**config.mk**
```make
export PLATFORM = sky130hd
export DESIGN_NAME = dtq_qualifier
export DESIGN_NICKNAME = d
export VERILOG_FILES = /design/src/inc/dtq_pkg.sv /design/src/dtq_qualifier.sv
export VERILOG_INCLUDE_DIRS = /design/src /design/src/inc
export SDC_FILE = /design/constraint.sdc
export NUM_CORES = 1
export LEC_CHECK = 0
export ABC_AREA = 0
export ABC_CLOCK_PERIOD_IN_PS = 2200
export CAP_MARGIN = 15
export CORE_UTILIZATION = 63
export CTS_CLUSTER_SIZE = 20
export DETAILED_ROUTE_END_ITERATION = 16
export DONT_BUFFER_PORTS = 1
export PLACE_DENSITY = 0.83
export SLEW_MARGIN = 5
export SYNTH_ARGS = -nofsm -noshare
export SYNTH_HDL_FRONTEND = slang
export SYNTH_SLANG_ARGS = --single-unit
```
**constraint.sdc**
```tcl
create_clock -name i_sys_clk -period 2.2 [get_ports i_sys_clk]
set_input_delay 0.22 -clock i_sys_clk [delete_from_list [all_inputs] [get_ports i_sys_clk]]
set_output_delay 0.22 -clock i_sys_clk [all_outputs]
set_load 0.05 [all_outputs]
```
**src/inc/dtq_consts.svh**
```systemverilog
`ifndef DTQ_CONSTS_SVH
`define DTQ_CONSTS_SVH

// Clock and qualification time base
`define DTQ_CLK_NS        10
`define DTQ_TICK_US       100
`define DTQ_TICK_NS       100000
`define DTQ_TICK_CYC      (`DTQ_TICK_NS / `DTQ_CLK_NS)

// Durations in microseconds, normal and fast detection
`define DTQ_DROP1_US      400
`define DTQ_DROP2_NORM_US 10000
`define DTQ_DROP2_FAST_US 3000
`define DTQ_DELAY_NORM_US 41000
`define DTQ_DELAY_FAST_US 26000
`define DTQ_HOLD_NORM_US  28000
`define DTQ_HOLD_FAST_US  20000
`define DTQ_SPDLY_US      600

// Output values at rest
`define DTQ_CODE_IDLE     4'h0
`define DTQ_STROBE_IDLE   1'b1

`endif

```
**src/inc/dtq_pkg.sv**
```systemverilog
package dtq_pkg;

   typedef enum logic [1:0] {
      ST_IDLE  = 2'b00,
      ST_QUAL  = 2'b01,
      ST_CODE  = 2'b10,
      ST_VALID = 2'b11
   } dtq_state_type;

   typedef struct packed {
      dtq_state_type state;
      logic [15:0]   tick_cnt;
      logic          tick;
      logic [11:0]   on_cnt;
      logic [11:0]   gap_cnt;
      logic [3:0]    cand;
      logic [3:0]    code;
      logic          strobe_n;
   } dtq_regs_type;

endpackage : dtq_pkg

```
**src/dtq_qualifier.sv**
```systemverilog
`timescale 1ns/1ps
`default_nettype none
`include "dtq_consts.svh"

module dtq_qualifier
   import dtq_pkg::*;
#(
   parameter int TICK_CYC = `DTQ_TICK_CYC
) (
   // Clock and reset
   input  wire logic       i_sys_clk,
   input  wire logic       i_rst,
   // Tone detector
   input  wire logic       i_tone_present,
   input  wire logic [3:0] i_tone_code,
   // Control
   input  wire logic       i_fast_detect_select,
   input  wire logic       i_power_down,
   // Host outputs
   output logic      [3:0] o_received_digit_code,
   output logic            o_digit_valid_strobe_n
);

   function automatic logic [11:0] to_ticks(input int us);
      return 12'((us + `DTQ_TICK_US - 1) / `DTQ_TICK_US);
   endfunction : to_ticks

   function automatic logic [11:0] sel_ticks(input logic fast,
                                             input int   norm_us,
                                             input int   fast_us);
      return fast ? to_ticks(fast_us) : to_ticks(norm_us);
   endfunction : sel_ticks

   localparam logic [15:0] TICK_LAST = 16'(TICK_CYC - 1);

   dtq_regs_type q;
   dtq_regs_type d;
   logic [11:0]  delay_ticks;
   logic [11:0]  hold_ticks;
   logic [11:0]  drop1_ticks;
   logic [11:0]  drop2_ticks;
   logic [11:0]  spdly_ticks;

   always_comb begin
      delay_ticks = sel_ticks(i_fast_detect_select, `DTQ_DELAY_NORM_US,
                              `DTQ_DELAY_FAST_US);
      hold_ticks  = sel_ticks(i_fast_detect_select, `DTQ_HOLD_NORM_US,
                              `DTQ_HOLD_FAST_US);
      drop2_ticks = sel_ticks(i_fast_detect_select, `DTQ_DROP2_NORM_US,
                              `DTQ_DROP2_FAST_US);
      drop1_ticks = to_ticks(`DTQ_DROP1_US);
      spdly_ticks = to_ticks(`DTQ_SPDLY_US);
   end

   always_comb begin
      d      = q;
      d.tick = 1'b0;
      // Time base divider
      if (q.tick_cnt >= TICK_LAST) begin
         d.tick_cnt = 16'h0000;
         d.tick     = 1'b1;
      end else begin
         d.tick_cnt = q.tick_cnt + 16'h0001;
      end
      case (q.state)
         ST_IDLE: begin
            d.code     = `DTQ_CODE_IDLE;
            d.strobe_n = `DTQ_STROBE_IDLE;
            d.on_cnt   = 12'h000;
            d.gap_cnt  = 12'h000;
            if (i_tone_present) begin
               d.state = ST_QUAL;
               d.cand  = i_tone_code;
            end
         end
         ST_QUAL: begin
            // Outputs stay at rest until the detect delay has run
            if (q.tick) begin
               d.on_cnt = q.on_cnt + 12'h001;
            end
            if (i_tone_present) begin
               d.gap_cnt = 12'h000;
               d.cand    = i_tone_code;
            end else if (q.tick) begin
               d.gap_cnt = q.gap_cnt + 12'h001;
            end
            if (q.gap_cnt > drop1_ticks) begin
               d.state = ST_IDLE;
            end else if (q.on_cnt >= delay_ticks) begin
               d.state   = ST_CODE;
               d.code    = q.cand;
               d.gap_cnt = 12'h000;
            end
         end
         ST_CODE: begin
            // Strobe follows the code after a short fixed delay
            if (q.tick) begin
               d.gap_cnt = q.gap_cnt + 12'h001;
            end
            if (q.gap_cnt >= spdly_ticks) begin
               d.state    = ST_VALID;
               d.strobe_n = 1'b0;
               d.gap_cnt  = 12'h000;
            end
         end
         ST_VALID: begin
            // A new digit without a long gap keeps the current output
            if (i_tone_present) begin
               d.gap_cnt = 12'h000;
            end else if (q.tick) begin
               d.gap_cnt = q.gap_cnt + 12'h001;
            end
            if (q.gap_cnt >= hold_ticks) begin
               d.state    = ST_IDLE;
               d.code     = `DTQ_CODE_IDLE;
               d.strobe_n = `DTQ_STROBE_IDLE;
               d.gap_cnt  = 12'h000;
            end
         end
         default: begin
            d.state = ST_IDLE;
         end
      endcase
      if (i_power_down) begin
         d.state    = ST_IDLE;
         d.on_cnt   = 12'h000;
         d.gap_cnt  = 12'h000;
         d.code     = `DTQ_CODE_IDLE;
         d.strobe_n = `DTQ_STROBE_IDLE;
      end
   end

   always_ff @(posedge i_sys_clk or posedge i_rst) begin
      if (i_rst) begin
         q.state    <= ST_IDLE;
         q.tick_cnt <= 16'h0000;
         q.tick     <= 1'b0;
         q.on_cnt   <= 12'h000;
         q.gap_cnt  <= 12'h000;
         q.cand     <= `DTQ_CODE_IDLE;
         q.code     <= `DTQ_CODE_IDLE;
         q.strobe_n <= `DTQ_STROBE_IDLE;
      end else begin
         q <= d;
      end
   end

   assign o_received_digit_code  = q.code;
   assign o_digit_valid_strobe_n = q.strobe_n;
endmodule : dtq_qualifier

`default_nettype wire

```
==> results of run 1 <==
[final cells by class]
class                      count  area (um2)
tap                           52        65.1
timing repair buffer          10        83.8
multi-input combinational    223        1540
fill                         322        1320
clock inverter                 1        8.76
inverter                      13        48.8
sequential                    52        1300
clock buffer                   6        82.6
[repair_timing]
action / in CTS / in global routing
hold buffers: 2 / 0
setup endpoints to repair: 0 / 11
gates resized for setup: 0 / 2
endpoints found under the hold margin: 16 / 0
[how the worst max path moves through the flow]
stage	to	slack, ns	startpoint	cells past startpoint
2_1_floorplan	q[30]	0.36	q[50]	8
3_3_place_gp	q[18]	0.20	q[24]	8
3_5_place_dp	q[10]	0.12	q[17]	7
4_1_cts	q[10]	0.1	q[17]	7
5_1_grt	q[51]	-0.05	q[17]	7
6_report	q[19]	0.15	q[13]	8
[logic make-up after synthesis]
| group | synth area share |
|---|---|
| other | 0.00127 |
| DFF | 0.441 |
| buffers and inverters | 0.0428 |
| adders and majority gates | 0.0720 |
| and+or+nand+nor | 0.238 |
| muxes | 0.0186 |
| AOI/OAI and AO/OA | 0.0970 |
| xor gates and xnor gates | 0.0890 |
[synthesized netlist by cell type (5+ instances only)]
cell type and count:
a21oi_1 10, nor3_2 11, inv_1 13, dfrtp_1 51, nor2_1 41, nand2_1 18, ha_1 17, and3_1 6
nor3_1 6, nand2b_1 7, xor2_1 18, o2bb2ai_1 5, nand4_1 7, o21ai_0 9, nand3_1 14, xnor2_1 12
[state kept, by name, indices dropped and copies added, names as in the netlist]
register and count:
q 47, o_received_digit_code 4, o_digit_valid_strobe_n 1
[per-stage QoR]
step	setup WS [ns]	hold WS [ns]	instances	instance area [um2]	power, uW
final	0.152	0.0616	357	3130	1860
after global routing	-0.0493	0.0413	357	3130	1950
after detailed placement	0.119	0.0835	348	3000	1310
after floorplan	0.359	0.371	300	2960	1240
after CTS	0.0965	0.0540	357	3120	1860
after global placement	0.200	0.0825	348	3000	1300
[placed cells by master (no fill, tap or decap), types with 9 or more instances in the layout]
cell type,n
a21oi_1,10
dfrtp_1,51
nand3_1,14
nand2_1,18
xnor2_1,12
ha_1,17
nor2_1,41
xor2_1,18
nor3_2,11
o21ai_0,9
inv_1,12
[routing by layer]
layer  global-route usage  routed length (um)
met2                0.407                2760
met5                    0                   0
met4                0.113                  97
met3               0.0534                 195
met1                0.315                2490
[report_power, final]
part / internal (uW) / switching, uW / total (uW) / leakage, uW
Combinational: 114 / 170 / 283 / 0.000590
Clock: 251 / 304 / 555 / 0.0000473
Sequential: 990 / 30.1 / 1020 / 0.000703
==> results.md, run 1 <==
- WHS Path Cells: 1
- Critical Path Max Stage Delay: 0.45 ns
- Setup crit start kind: register
- Initial Util: 0.664
- Drt first pass iters: 4
- Final Util: 0.704
- Min Tclk post-route: 2.05 ns
- Clock Sinks: 52
- Setup Fix Bufs, Post-CTS: 0
- H-tree depth: 2
- Max Clk Rate: 488 MHz
- # DRC: 0
- DR WL/cell: 15.5 um
- Net count, final: 331
- CTS root buf: clkbuf_8
- I/O Pins: 14
- Share of layout cells above drive strength 1: 0.141
- Hold Crit Start: i_tone_code[1]
- Initial antenna violation count: 0
- Main area contributors after synthesis: dfrtp_1 (43%), ha_1 (7.2%), xor2_1 (5.3%)
- Synth Area per Inst: 9.88 um2
- Kind of end point of the critical path: register
- Hold Path Sink: q[6]
- Register-to-Register Path Depth: 8
- HPWL after detailed placement: 4070 um
- Worst-path clk slew: 0.09 ns
- Buf/Inv on CP: 1
- Largest net degree at the start of global routing: 22
- N_diodes: 0
- Crit path kind: reg2reg
- DRT iter0 DRCs: 99
- CP Cell Sequence: ha_1, a211oi_2, o22ai_1, or2_4, nor2_4, nor3_4, buf_6, nor3_2
- CP required: 2.42 ns
- Core area: 4440 um2
- Ys Warns: 0
- Die height: 70.5 um
- Max Buffers Root-to-Sink: 2
- Fin. Hold Viols: 0
- Cells after Synth: 299
- Biggest area consumer among synthesized cells: dfrtp_1
- Sequential cell area fraction in the yosys report: 0.441
- Top_reg_cell synth: dfrtp_1
- Worst R2R Start: q[13]
- Critical Path Slowest Stage Cell: dfrtp_1
- Core Rows: 24
- RR Endpoint: q[19]
- Overflow left after global routing: 0
- Vias in the first global route: 2133
- GP Congestion: 0.855
- P_leak: 0.00134 uW
- Synthesized area: 2950 um2
- Vias: 2103
- Setup slack, reg-to-reg: 0.15 ns
- Outcome: finished clean
- Chip Width: 70.5 um
- Ratio of final minimum period to clock period: 0.931
- Pins Over Slew Limit: 0
- CTS tree: done
- CP top delay family: simple AND/OR/NAND/NOR gates
- Inserted Clock Buffers: 5
- Share of the synthesized area in the top cell type: 0.432
- First-pass GRT wire length: 9580 um
- Routed vias/inst: 5.89
- Setup TNS: 0 ns
- Final setup fails: 0
- Pwr per Cell Area: 595 nW/um2
- Peak supply drop: 0.526 mV
- CP max FO: 9
- Post-route ant nets: 0
- PortBufs: 0
- Worst min path class: in2reg
- Routed wire length: 5550 um
- Die area: 4960 um2
- Post-synth EDFFs: 0
- Async S/R FF share, synth: 1.00
- Worst Path Arrival: 2.26 ns
- Max-cap viol count: 0
- Skew-Pair Late Insertion Delay: 0.30 ns
- Tot GR Track Use: 0.248
- Register bit total from synthesis: 52
- Netlist cell types: 50
- Area Growth Syn to Fin: 5.89%
- Clock skew: 0.00512 ns
Power figures use the tool's default switching activity.
==> run 2, diff against run 1 <==
--- a/config.mk
+++ b/config.mk
@@ -6,14 +6,14 @@
 export SDC_FILE = /design/constraint.sdc
 export NUM_CORES = 1
 export LEC_CHECK = 0
-export ABC_AREA = 0
+export ABC_AREA = 1
 export ABC_CLOCK_PERIOD_IN_PS = 2200
 export CAP_MARGIN = 15
-export CORE_UTILIZATION = 63
+export CORE_UTILIZATION = 64
 export CTS_CLUSTER_SIZE = 20
 export DETAILED_ROUTE_END_ITERATION = 16
 export DONT_BUFFER_PORTS = 1
-export PLACE_DENSITY = 0.83
+export PLACE_DENSITY = 0.84
 export SLEW_MARGIN = 5
 export SYNTH_ARGS = -nofsm -noshare
 export SYNTH_HDL_FRONTEND = slang
==> run 2 against run 1 <==
- clock power up 23%
- register-to-register slack better by 0.13 ns
- non-clock buffer count is 3 lower
- critical path depth did not move
- routed wire length grew 14%
- via count rose by 22%
- count of clock-buffer cells in the layout stayed put
- utilization is 0.65 points higher
- fmax up 7.0%
- combinational power rose by 130%
- area after synthesis rose by 7.9%
==> results.md, run 2 <==
- H-tree depth: 2 (unchanged)
- Setup WS post-layout: 0.286 ns (+0.135 ns)
- Crit path kind: reg2reg
- Max-cap viol count: 0 (unchanged)
- Sw Ratio: 0.356 (+0.0848)
- Commonest cells after routing, fill and taps aside: nand2_1 (76), dfrtp_1 (51), nor2_1 (49)
- GP Congestion: 0.881 (+3.1%)
- Grt met3 use: 0.0611 (+0.00772)
- Final setup fails: 0 (unchanged)
- PortBufs: 0 (unchanged)
- Setup crit start kind: register
- Comb pwr share: 0.259 (+0.107)
- Net count, final: 427 (+29%)
- CP max FO: 12 (+3)
- Routed vias/inst: 5.48 (-7.0%)
- Worst-path clk slew: 0.09 ns (about the same)
- Max Buffers Root-to-Sink: 2 (unchanged)
- Pins Over Slew Limit: 0 (unchanged)
- Largest Register: q
- Setup slack, reg-to-reg: 0.29 ns (+0.13 ns)
- Register bit total from synthesis: 52 (unchanged)
- DR WL/cell: 13.5 um (-13%)
- Worst R2R Start: q[28]
- Overflow left after global routing: 0 (unchanged)
- Fin. Hold Viols: 0 (unchanged)
- Vias: 2568 (+22%)
- Top_reg_cell synth: dfrtp_1
- CP Launch Point: q[28]
- Post-synth top cells: nand2_1 (76), dfrtp_1 (51), nor2_1 (49), inv_1 (48), nand3_1 (32)
- Largest net degree at the start of global routing: 26 (+18%)
- Worst min path class: in2reg
- Max reg flops: 47 (unchanged)
- Drt first pass iters: 4 (unchanged)
- Cells after Synth: 395 (+32%)
- Clock skew: 0.00769 ns (+0.00257 ns)
- Max Clk Rate: 523 MHz (+7.0%)
- Ys Warns: 0 (unchanged)
- Busiest layer in global routing: met2
- Die height: 72.6 um (+3.0%)
- Most common cell in the netlist: nand2_1
- Min Tclk post-route: 1.91 ns (-0.135 ns)
- Initial Util: 0.670 (+0.00559)
- Die area: 5260 um2 (+6.0%)
- Sequential cell area fraction in the yosys report: 0.409 (-0.0322)
- Pwr per Cell Area: 753 nW/um2 (+27%)
- Routed wire length: 6320 um (+14%)
- Setup TNS: 0 ns (unchanged)
- I/O Pins: 14 (unchanged)
- Inserted Clock Buffers: 5 (unchanged)
- Met2 GRT Util: 0.444 (+0.0378)
- # DRC: 0 (unchanged)
- Place WS: 0.313 ns (+0.194 ns)
- Area Growth Syn to Fin: 5.97% (about the same)
- Register-to-Register Path Depth: 8 (unchanged)
- Post-route ant nets: 0 (unchanged)
- Biggest area consumer among synthesized cells: dfrtp_1
- Kind of end point of the critical path: register
- Async S/R FF share, synth: 1.00 (unchanged)
- Synth Area per Inst: 8.06 um2 (-18%)
- Initial antenna violation count: 0 (unchanged)
- Share of layout cells above drive strength 1: 0.132 (-0.00914)
- P_leak: 0.00154 uW (+15%)
- CTS tree: done
- Met1 usage: 0.358 (+0.0437)
- Cell Int Power: 1640 uW (+21%)
- Tot GR Track Use: 0.273 (+0.0248)
- Synthesized area: 3190 um2 (+7.9%)
- DRT iter0 DRCs: 121 (+22%)
- CP required: 2.44 ns (+0.02 ns)
- Main area contributors after synthesis: dfrtp_1 (40%), nand2_1 (9.0%), ha_1 (6.7%)
- Register share of total power: 0.472 (-0.077)
- Share of the synthesized area in the top cell type: 0.401 (-0.0316)
- Peak supply drop: 0.821 mV (+56%)
- Clock Sinks: 52 (unchanged)
- Skew-Pair Late Insertion Delay: 0.31 ns (about the same)
- Vias in the first global route: 2473 (+16%)
- Outcome: finished clean
- Ratio of final minimum period to clock period: 0.870 (-0.0611)
- Post-synth EDFFs: 0 (unchanged)
- Setup crit end: q[16]
- RR Endpoint: q[16]
- N_diodes: 0 (unchanged)
- Commonest non-fill, non-tap cell in the layout: nand2_1
- Core Rows: 25 (+4.2%)
- RSZ-0062 raised after global routing: no
- HPWL after detailed placement: 4830 um (+19%)
- Core area: 4750 um2 (+7.0%)
- First-pass GRT wire length: 11000 um (+15%)
- Setup Fix Bufs, Post-CTS: 0 (unchanged)
- NetSw: 905 uW (+80%)
- Clock power share: 0.269 (-0.030)
- Worst Path Arrival: 2.15 ns (-0.11 ns)
- CTS root buf: clkbuf_8
- Netlist cell types: 36 (-28%)
- Chip Width: 72.6 um (+3.0%)
==> run 2: worst min path at each step <==
stage	startpoint	to	slack, ns	cells past startpoint
after detailed placement	i_rst	q[44]	0.03	1
final	i_tone_code[3]	q[8]	0.05	1
after floorplan	i_tone_code[0]	q[5]	0.37	1
after global placement	i_rst	q[45]	0.02	1
after global routing	i_tone_code[1]	q[6]	0.05	1
after CTS	i_tone_code[3]	q[8]	0.05	1
==> run 2: critical path, stage by stage (launching register included) <==
cell and delay, ns:
dfrtp_1 0.43, ha_1 0.32, a21oi_1 0.16, nand2_1 0.10
a21oi_4 0.16, nand4_4 0.14, nand2_2 0.11, nand2_2 0.21
a21oi_2 0.20
==> run 2: area by class of cell <==
class	instances	area, um2
clock buffers	6	82.6
clock inverters	2	38.8
fillers	382	1380
inverters	52	195
multi-input cells	283	1620
flip-flops and latches	52	1300
well taps	67	83.8
repair buffers	7	55.1
==> run 2: power groups by stage <==
stage	Combinational (uW)	Sequential, uW	Clock (uW)
CTS	657	1200	695
detailed placement	648	1220	0
floorplan	612	1130	0
global placement	620	1220	0
finish	658	1200	684
global route	742	1210	730
==> run 2: through the flow <==
step	hold slack (ns)	power, uW	cells	utilization	cell area [um2]
floorplan	0.371	1740	396	-	3190
global placement	0.0231	1840	460	0.682	3240
detailed placement	0.0280	1870	460	0.682	3240
CTS	0.0495	2550	469	0.710	3380
global route	0.0493	2680	469	0.710	3380
finish	0.0550	2540	469	0.710	3380
==> run 2: repair_timing <==
action,CTS,global route
resized for setup,0,0
hold endpoints to repair,8,0
hold buffers,1,0
==> run 2: routing by layer <==
| layer | wire, um | vias up |
|---|---|---|
| met5 | 0 | - |
| met4 | 102 | 0 |
| met3 | 306 | 11 |
| met2 | 3070 | 49 |
| met1 | 2840 | 1216 |
| li1 | - | 1292 |
==> run 2: kinds of logic (layout without fill, tap and decap cells) <==
logic type	Yosys count	after routing	share of synthesized area
xor+xnor	11	11	0.0302
compound gates	48	48	0.102
mux	4	4	0.0141
other cells	1	2	0.00118
fa+ha+maj	17	17	0.0668
buf+inv	61	67	0.0844
flops	52	52	0.409
simple gates	201	201	0.292
==> run 3, diff against run 2 <==
--- a/config.mk
+++ b/config.mk
@@ -10,10 +10,9 @@
 export ABC_CLOCK_PERIOD_IN_PS = 2200
 export CAP_MARGIN = 15
 export CORE_UTILIZATION = 64
-export CTS_CLUSTER_SIZE = 20
 export DETAILED_ROUTE_END_ITERATION = 16
 export DONT_BUFFER_PORTS = 1
-export PLACE_DENSITY = 0.84
+export PLACE_DENSITY_LB_ADDON = 0.05
 export SLEW_MARGIN = 5
 export SYNTH_ARGS = -nofsm -noshare
 export SYNTH_HDL_FRONTEND = slang
==> run 3 against run 2 <==
- global-route usage is 1.9 points lower
- count of clock-buffer cells in the layout is 1 lower
- total power is 0.22% lower
- utilization hardly changed
- non-clock buffer count is 1 higher
- critical path depth stayed put
- setup slack worse by 0.015 ns
- final cell count is 0.21% higher
- routed wire length is 3.0% lower
- die area stayed put
- clock skew hardly changed
- critical endpoint is now q[10]
==> results.md, run 3 (synthesized netlist as in run 2, its figures left out) <==
- Setup crit start kind: register
- CP top delay family: simple AND/OR/NAND/NOR gates
- Pins Over Slew Limit: 0 (unchanged)
- Outcome: finished clean
- Inserted Clock Buffers: 5 (unchanged)
- CTS root buf: clkbuf_8
- Max reg flops: 47 (unchanged)
- Critical Path Slowest Stage Cell: dfrtp_1
- Placed insts: 461 (+0.22%)
- Net count, final: 428 (+0.23%)
- Grt met3 use: 0.0486 (-0.0125)
- First-pass GRT wire length: 10200 um (-7.2%)
- Final Util: 0.710 (about the same)
- Die height: 72.6 um (unchanged)
- Share of layout cells above drive strength 1: 0.134 (+0.00215)
- Place WS: 0.315 ns (+0.00204 ns)
- CP max FO: 12 (unchanged)
- Setup WS post-layout: 0.271 ns (-0.0152 ns)
- Setup Fix Bufs, Post-CTS: 0 (unchanged)
- Register-to-Register Path Depth: 8 (unchanged)
- Pwr per Cell Area: 751 nW/um2 (-0.26%)
- Clock skew: 0.00770 ns (+0.0000118 ns)
- Largest net degree at the start of global routing: 26 (unchanged)
- Vias: 2506 (-2.4%)
- Die area: 5260 um2 (unchanged)
- Area Growth Syn to Fin: 6.01% (about the same)
- Largest Register: q
- # DRC: 0 (unchanged)
- Overflow left after global routing: 0 (unchanged)
- I/O Pins: 14 (unchanged)
- Fin. Hold Viols: 0 (unchanged)
- Busiest layer in global routing: met2
- Drt first pass iters: 4 (unchanged)
- Max Clk Rate: 518 MHz (-0.79%)
- Final setup fails: 0 (unchanged)
- Worst-path clk slew: 0.10 ns (about the same)
- Routed wire length: 6130 um (-3.0%)
- Met1 usage: 0.339 (-0.0196)
- Tot GR Track Use: 0.254 (-0.0189)
- Routed vias/inst: 5.33 (-2.6%)
- Initial antenna violation count: 0 (unchanged)
- P_leak: 0.00154 uW (about the same)
- Commonest cells after routing, fill and taps aside: nand2_1 (76), dfrtp_1 (51), nor2_1 (49)
- Kind of end point of the critical path: register
- Levels on crit path: 8 (unchanged)
- PortBufs: 0 (unchanged)
- Skew-Pair Late Insertion Delay: 0.31 ns (about the same)
- Crit path kind: reg2reg
- Commonest non-fill, non-tap cell in the layout: nand2_1
- Min Tclk post-route: 1.93 ns (+0.0152 ns)
- Setup TNS: 0 ns (unchanged)
- Ratio of final minimum period to clock period: 0.877 (+0.00692)
- H-tree depth: 2 (unchanged)
- DR WL/cell: 13.0 um (-3.2%)
- N_diodes: 0 (unchanged)
- Buf/Inv on CP: 0 (unchanged)
- Vias in the first global route: 2338 (-5.5%)
- Met2 GRT Util: 0.417 (-0.0270)
- Post-route ant nets: 0 (unchanged)
- RSZ-0062 raised after global routing: no
- Core area: 4750 um2 (unchanged)
- Cell Count, Final, Fillers Out: 470 (+0.21%)
- Max Buffers Root-to-Sink: 2 (unchanged)
- DRT iter0 DRCs: 116 (-4.1%)
- Chip Width: 72.6 um (unchanged)
- Critical Path Max Stage Delay: 0.43 ns (about the same)
- Max-cap viol count: 0 (unchanged)
- Worst min path class: in2reg
- Core Rows: 25 (unchanged)
- Worst Path Arrival: 2.17 ns (+0.02 ns)
- CTS Hold Buffers Added: 1 (unchanged)
- Cts repair resizes: 0 (unchanged)
- HPWL after detailed placement: 4690 um (-3.0%)
- WHS Path Cells: 1 (unchanged)
- CP Cell Sequence: ha_1, a21oi_1, nand2_1, a21oi_4, nand4_4, nand2_2, nand2_2, a21oi_1
- Peak supply drop: 0.787 mV (-4.1%)
- CP required: 2.44 ns (about the same)
- CTS tree: done
- GP Congestion: 0.808 (-8.4%)
- Clock Sinks: 52 (unchanged)
- Initial Util: 0.670 (unchanged)
-- run 3: cell count changes in the layout (fill, tap and decap cells not counted) --
cell	change
clkbuf_8	-1
inv_6	+1
clkinv_4	-1
clkinvlp_4	+1
buf_4	+1
-- run 3: power by group --
group          switching [uW]  internal [uW]
Combinational             437            221
Clock                     336            343
Sequential                153           1050
Total                     927           1610
-- run 3: final cells by class --
| class | count | area [um2] |
|---|---|---|
| clock buffers | 5 | 68.8 |
| clock inverters | 3 | 46.3 |
| fillers | 391 | 1380 |
| inverters | 52 | 195 |
| multi-input cells | 283 | 1620 |
| flip-flops and latches | 52 | 1300 |
| well taps | 67 | 83.8 |
| repair buffers | 8 | 62.6 |
-- run 3: worst reg2reg max path: stages, from the launching register on --
cell and delay [ns]:
dfrtp_1 0.43, ha_1 0.32, a21oi_1 0.15, nand2_1 0.10, a21oi_4 0.17, nand4_4 0.15
nand2_2 0.10, nand2_2 0.22, a21oi_1 0.22
-- run 3: per-stage QoR --
stage                     total power, uW  hold WS, ns  instance area, um2
after floorplan                      1740        0.371                3190
after global placement               1850       0.0517                3250
after detailed placement             1870       0.0516                3250
after CTS                            2540       0.0451                3380
after global routing                 2670       0.0359                3380
final                                2540       0.0528                3380
-- run 3: worst paths after layout --
path	start	to	slack (ns)
worst max-delay path	q[28]	q[10]	0.27
worst min-delay path	i_tone_code[1]	q[6]	0.05
worst max register to register	q[28]	q[10]	0.27
worst min register to register	q[34]	q[34]	0.50
max in group asynchronous	i_rst	o_digit_valid_strobe_n	1.28
min in group asynchronous	i_rst	q[22]	0.28
-- run 3: routing by layer --
layer	share of wire	vias to the layer above
li1	-	1293
met1	0.47	1175
met2	0.48	31
met3	0.029	7
met4	0.013	0
met5	0	-
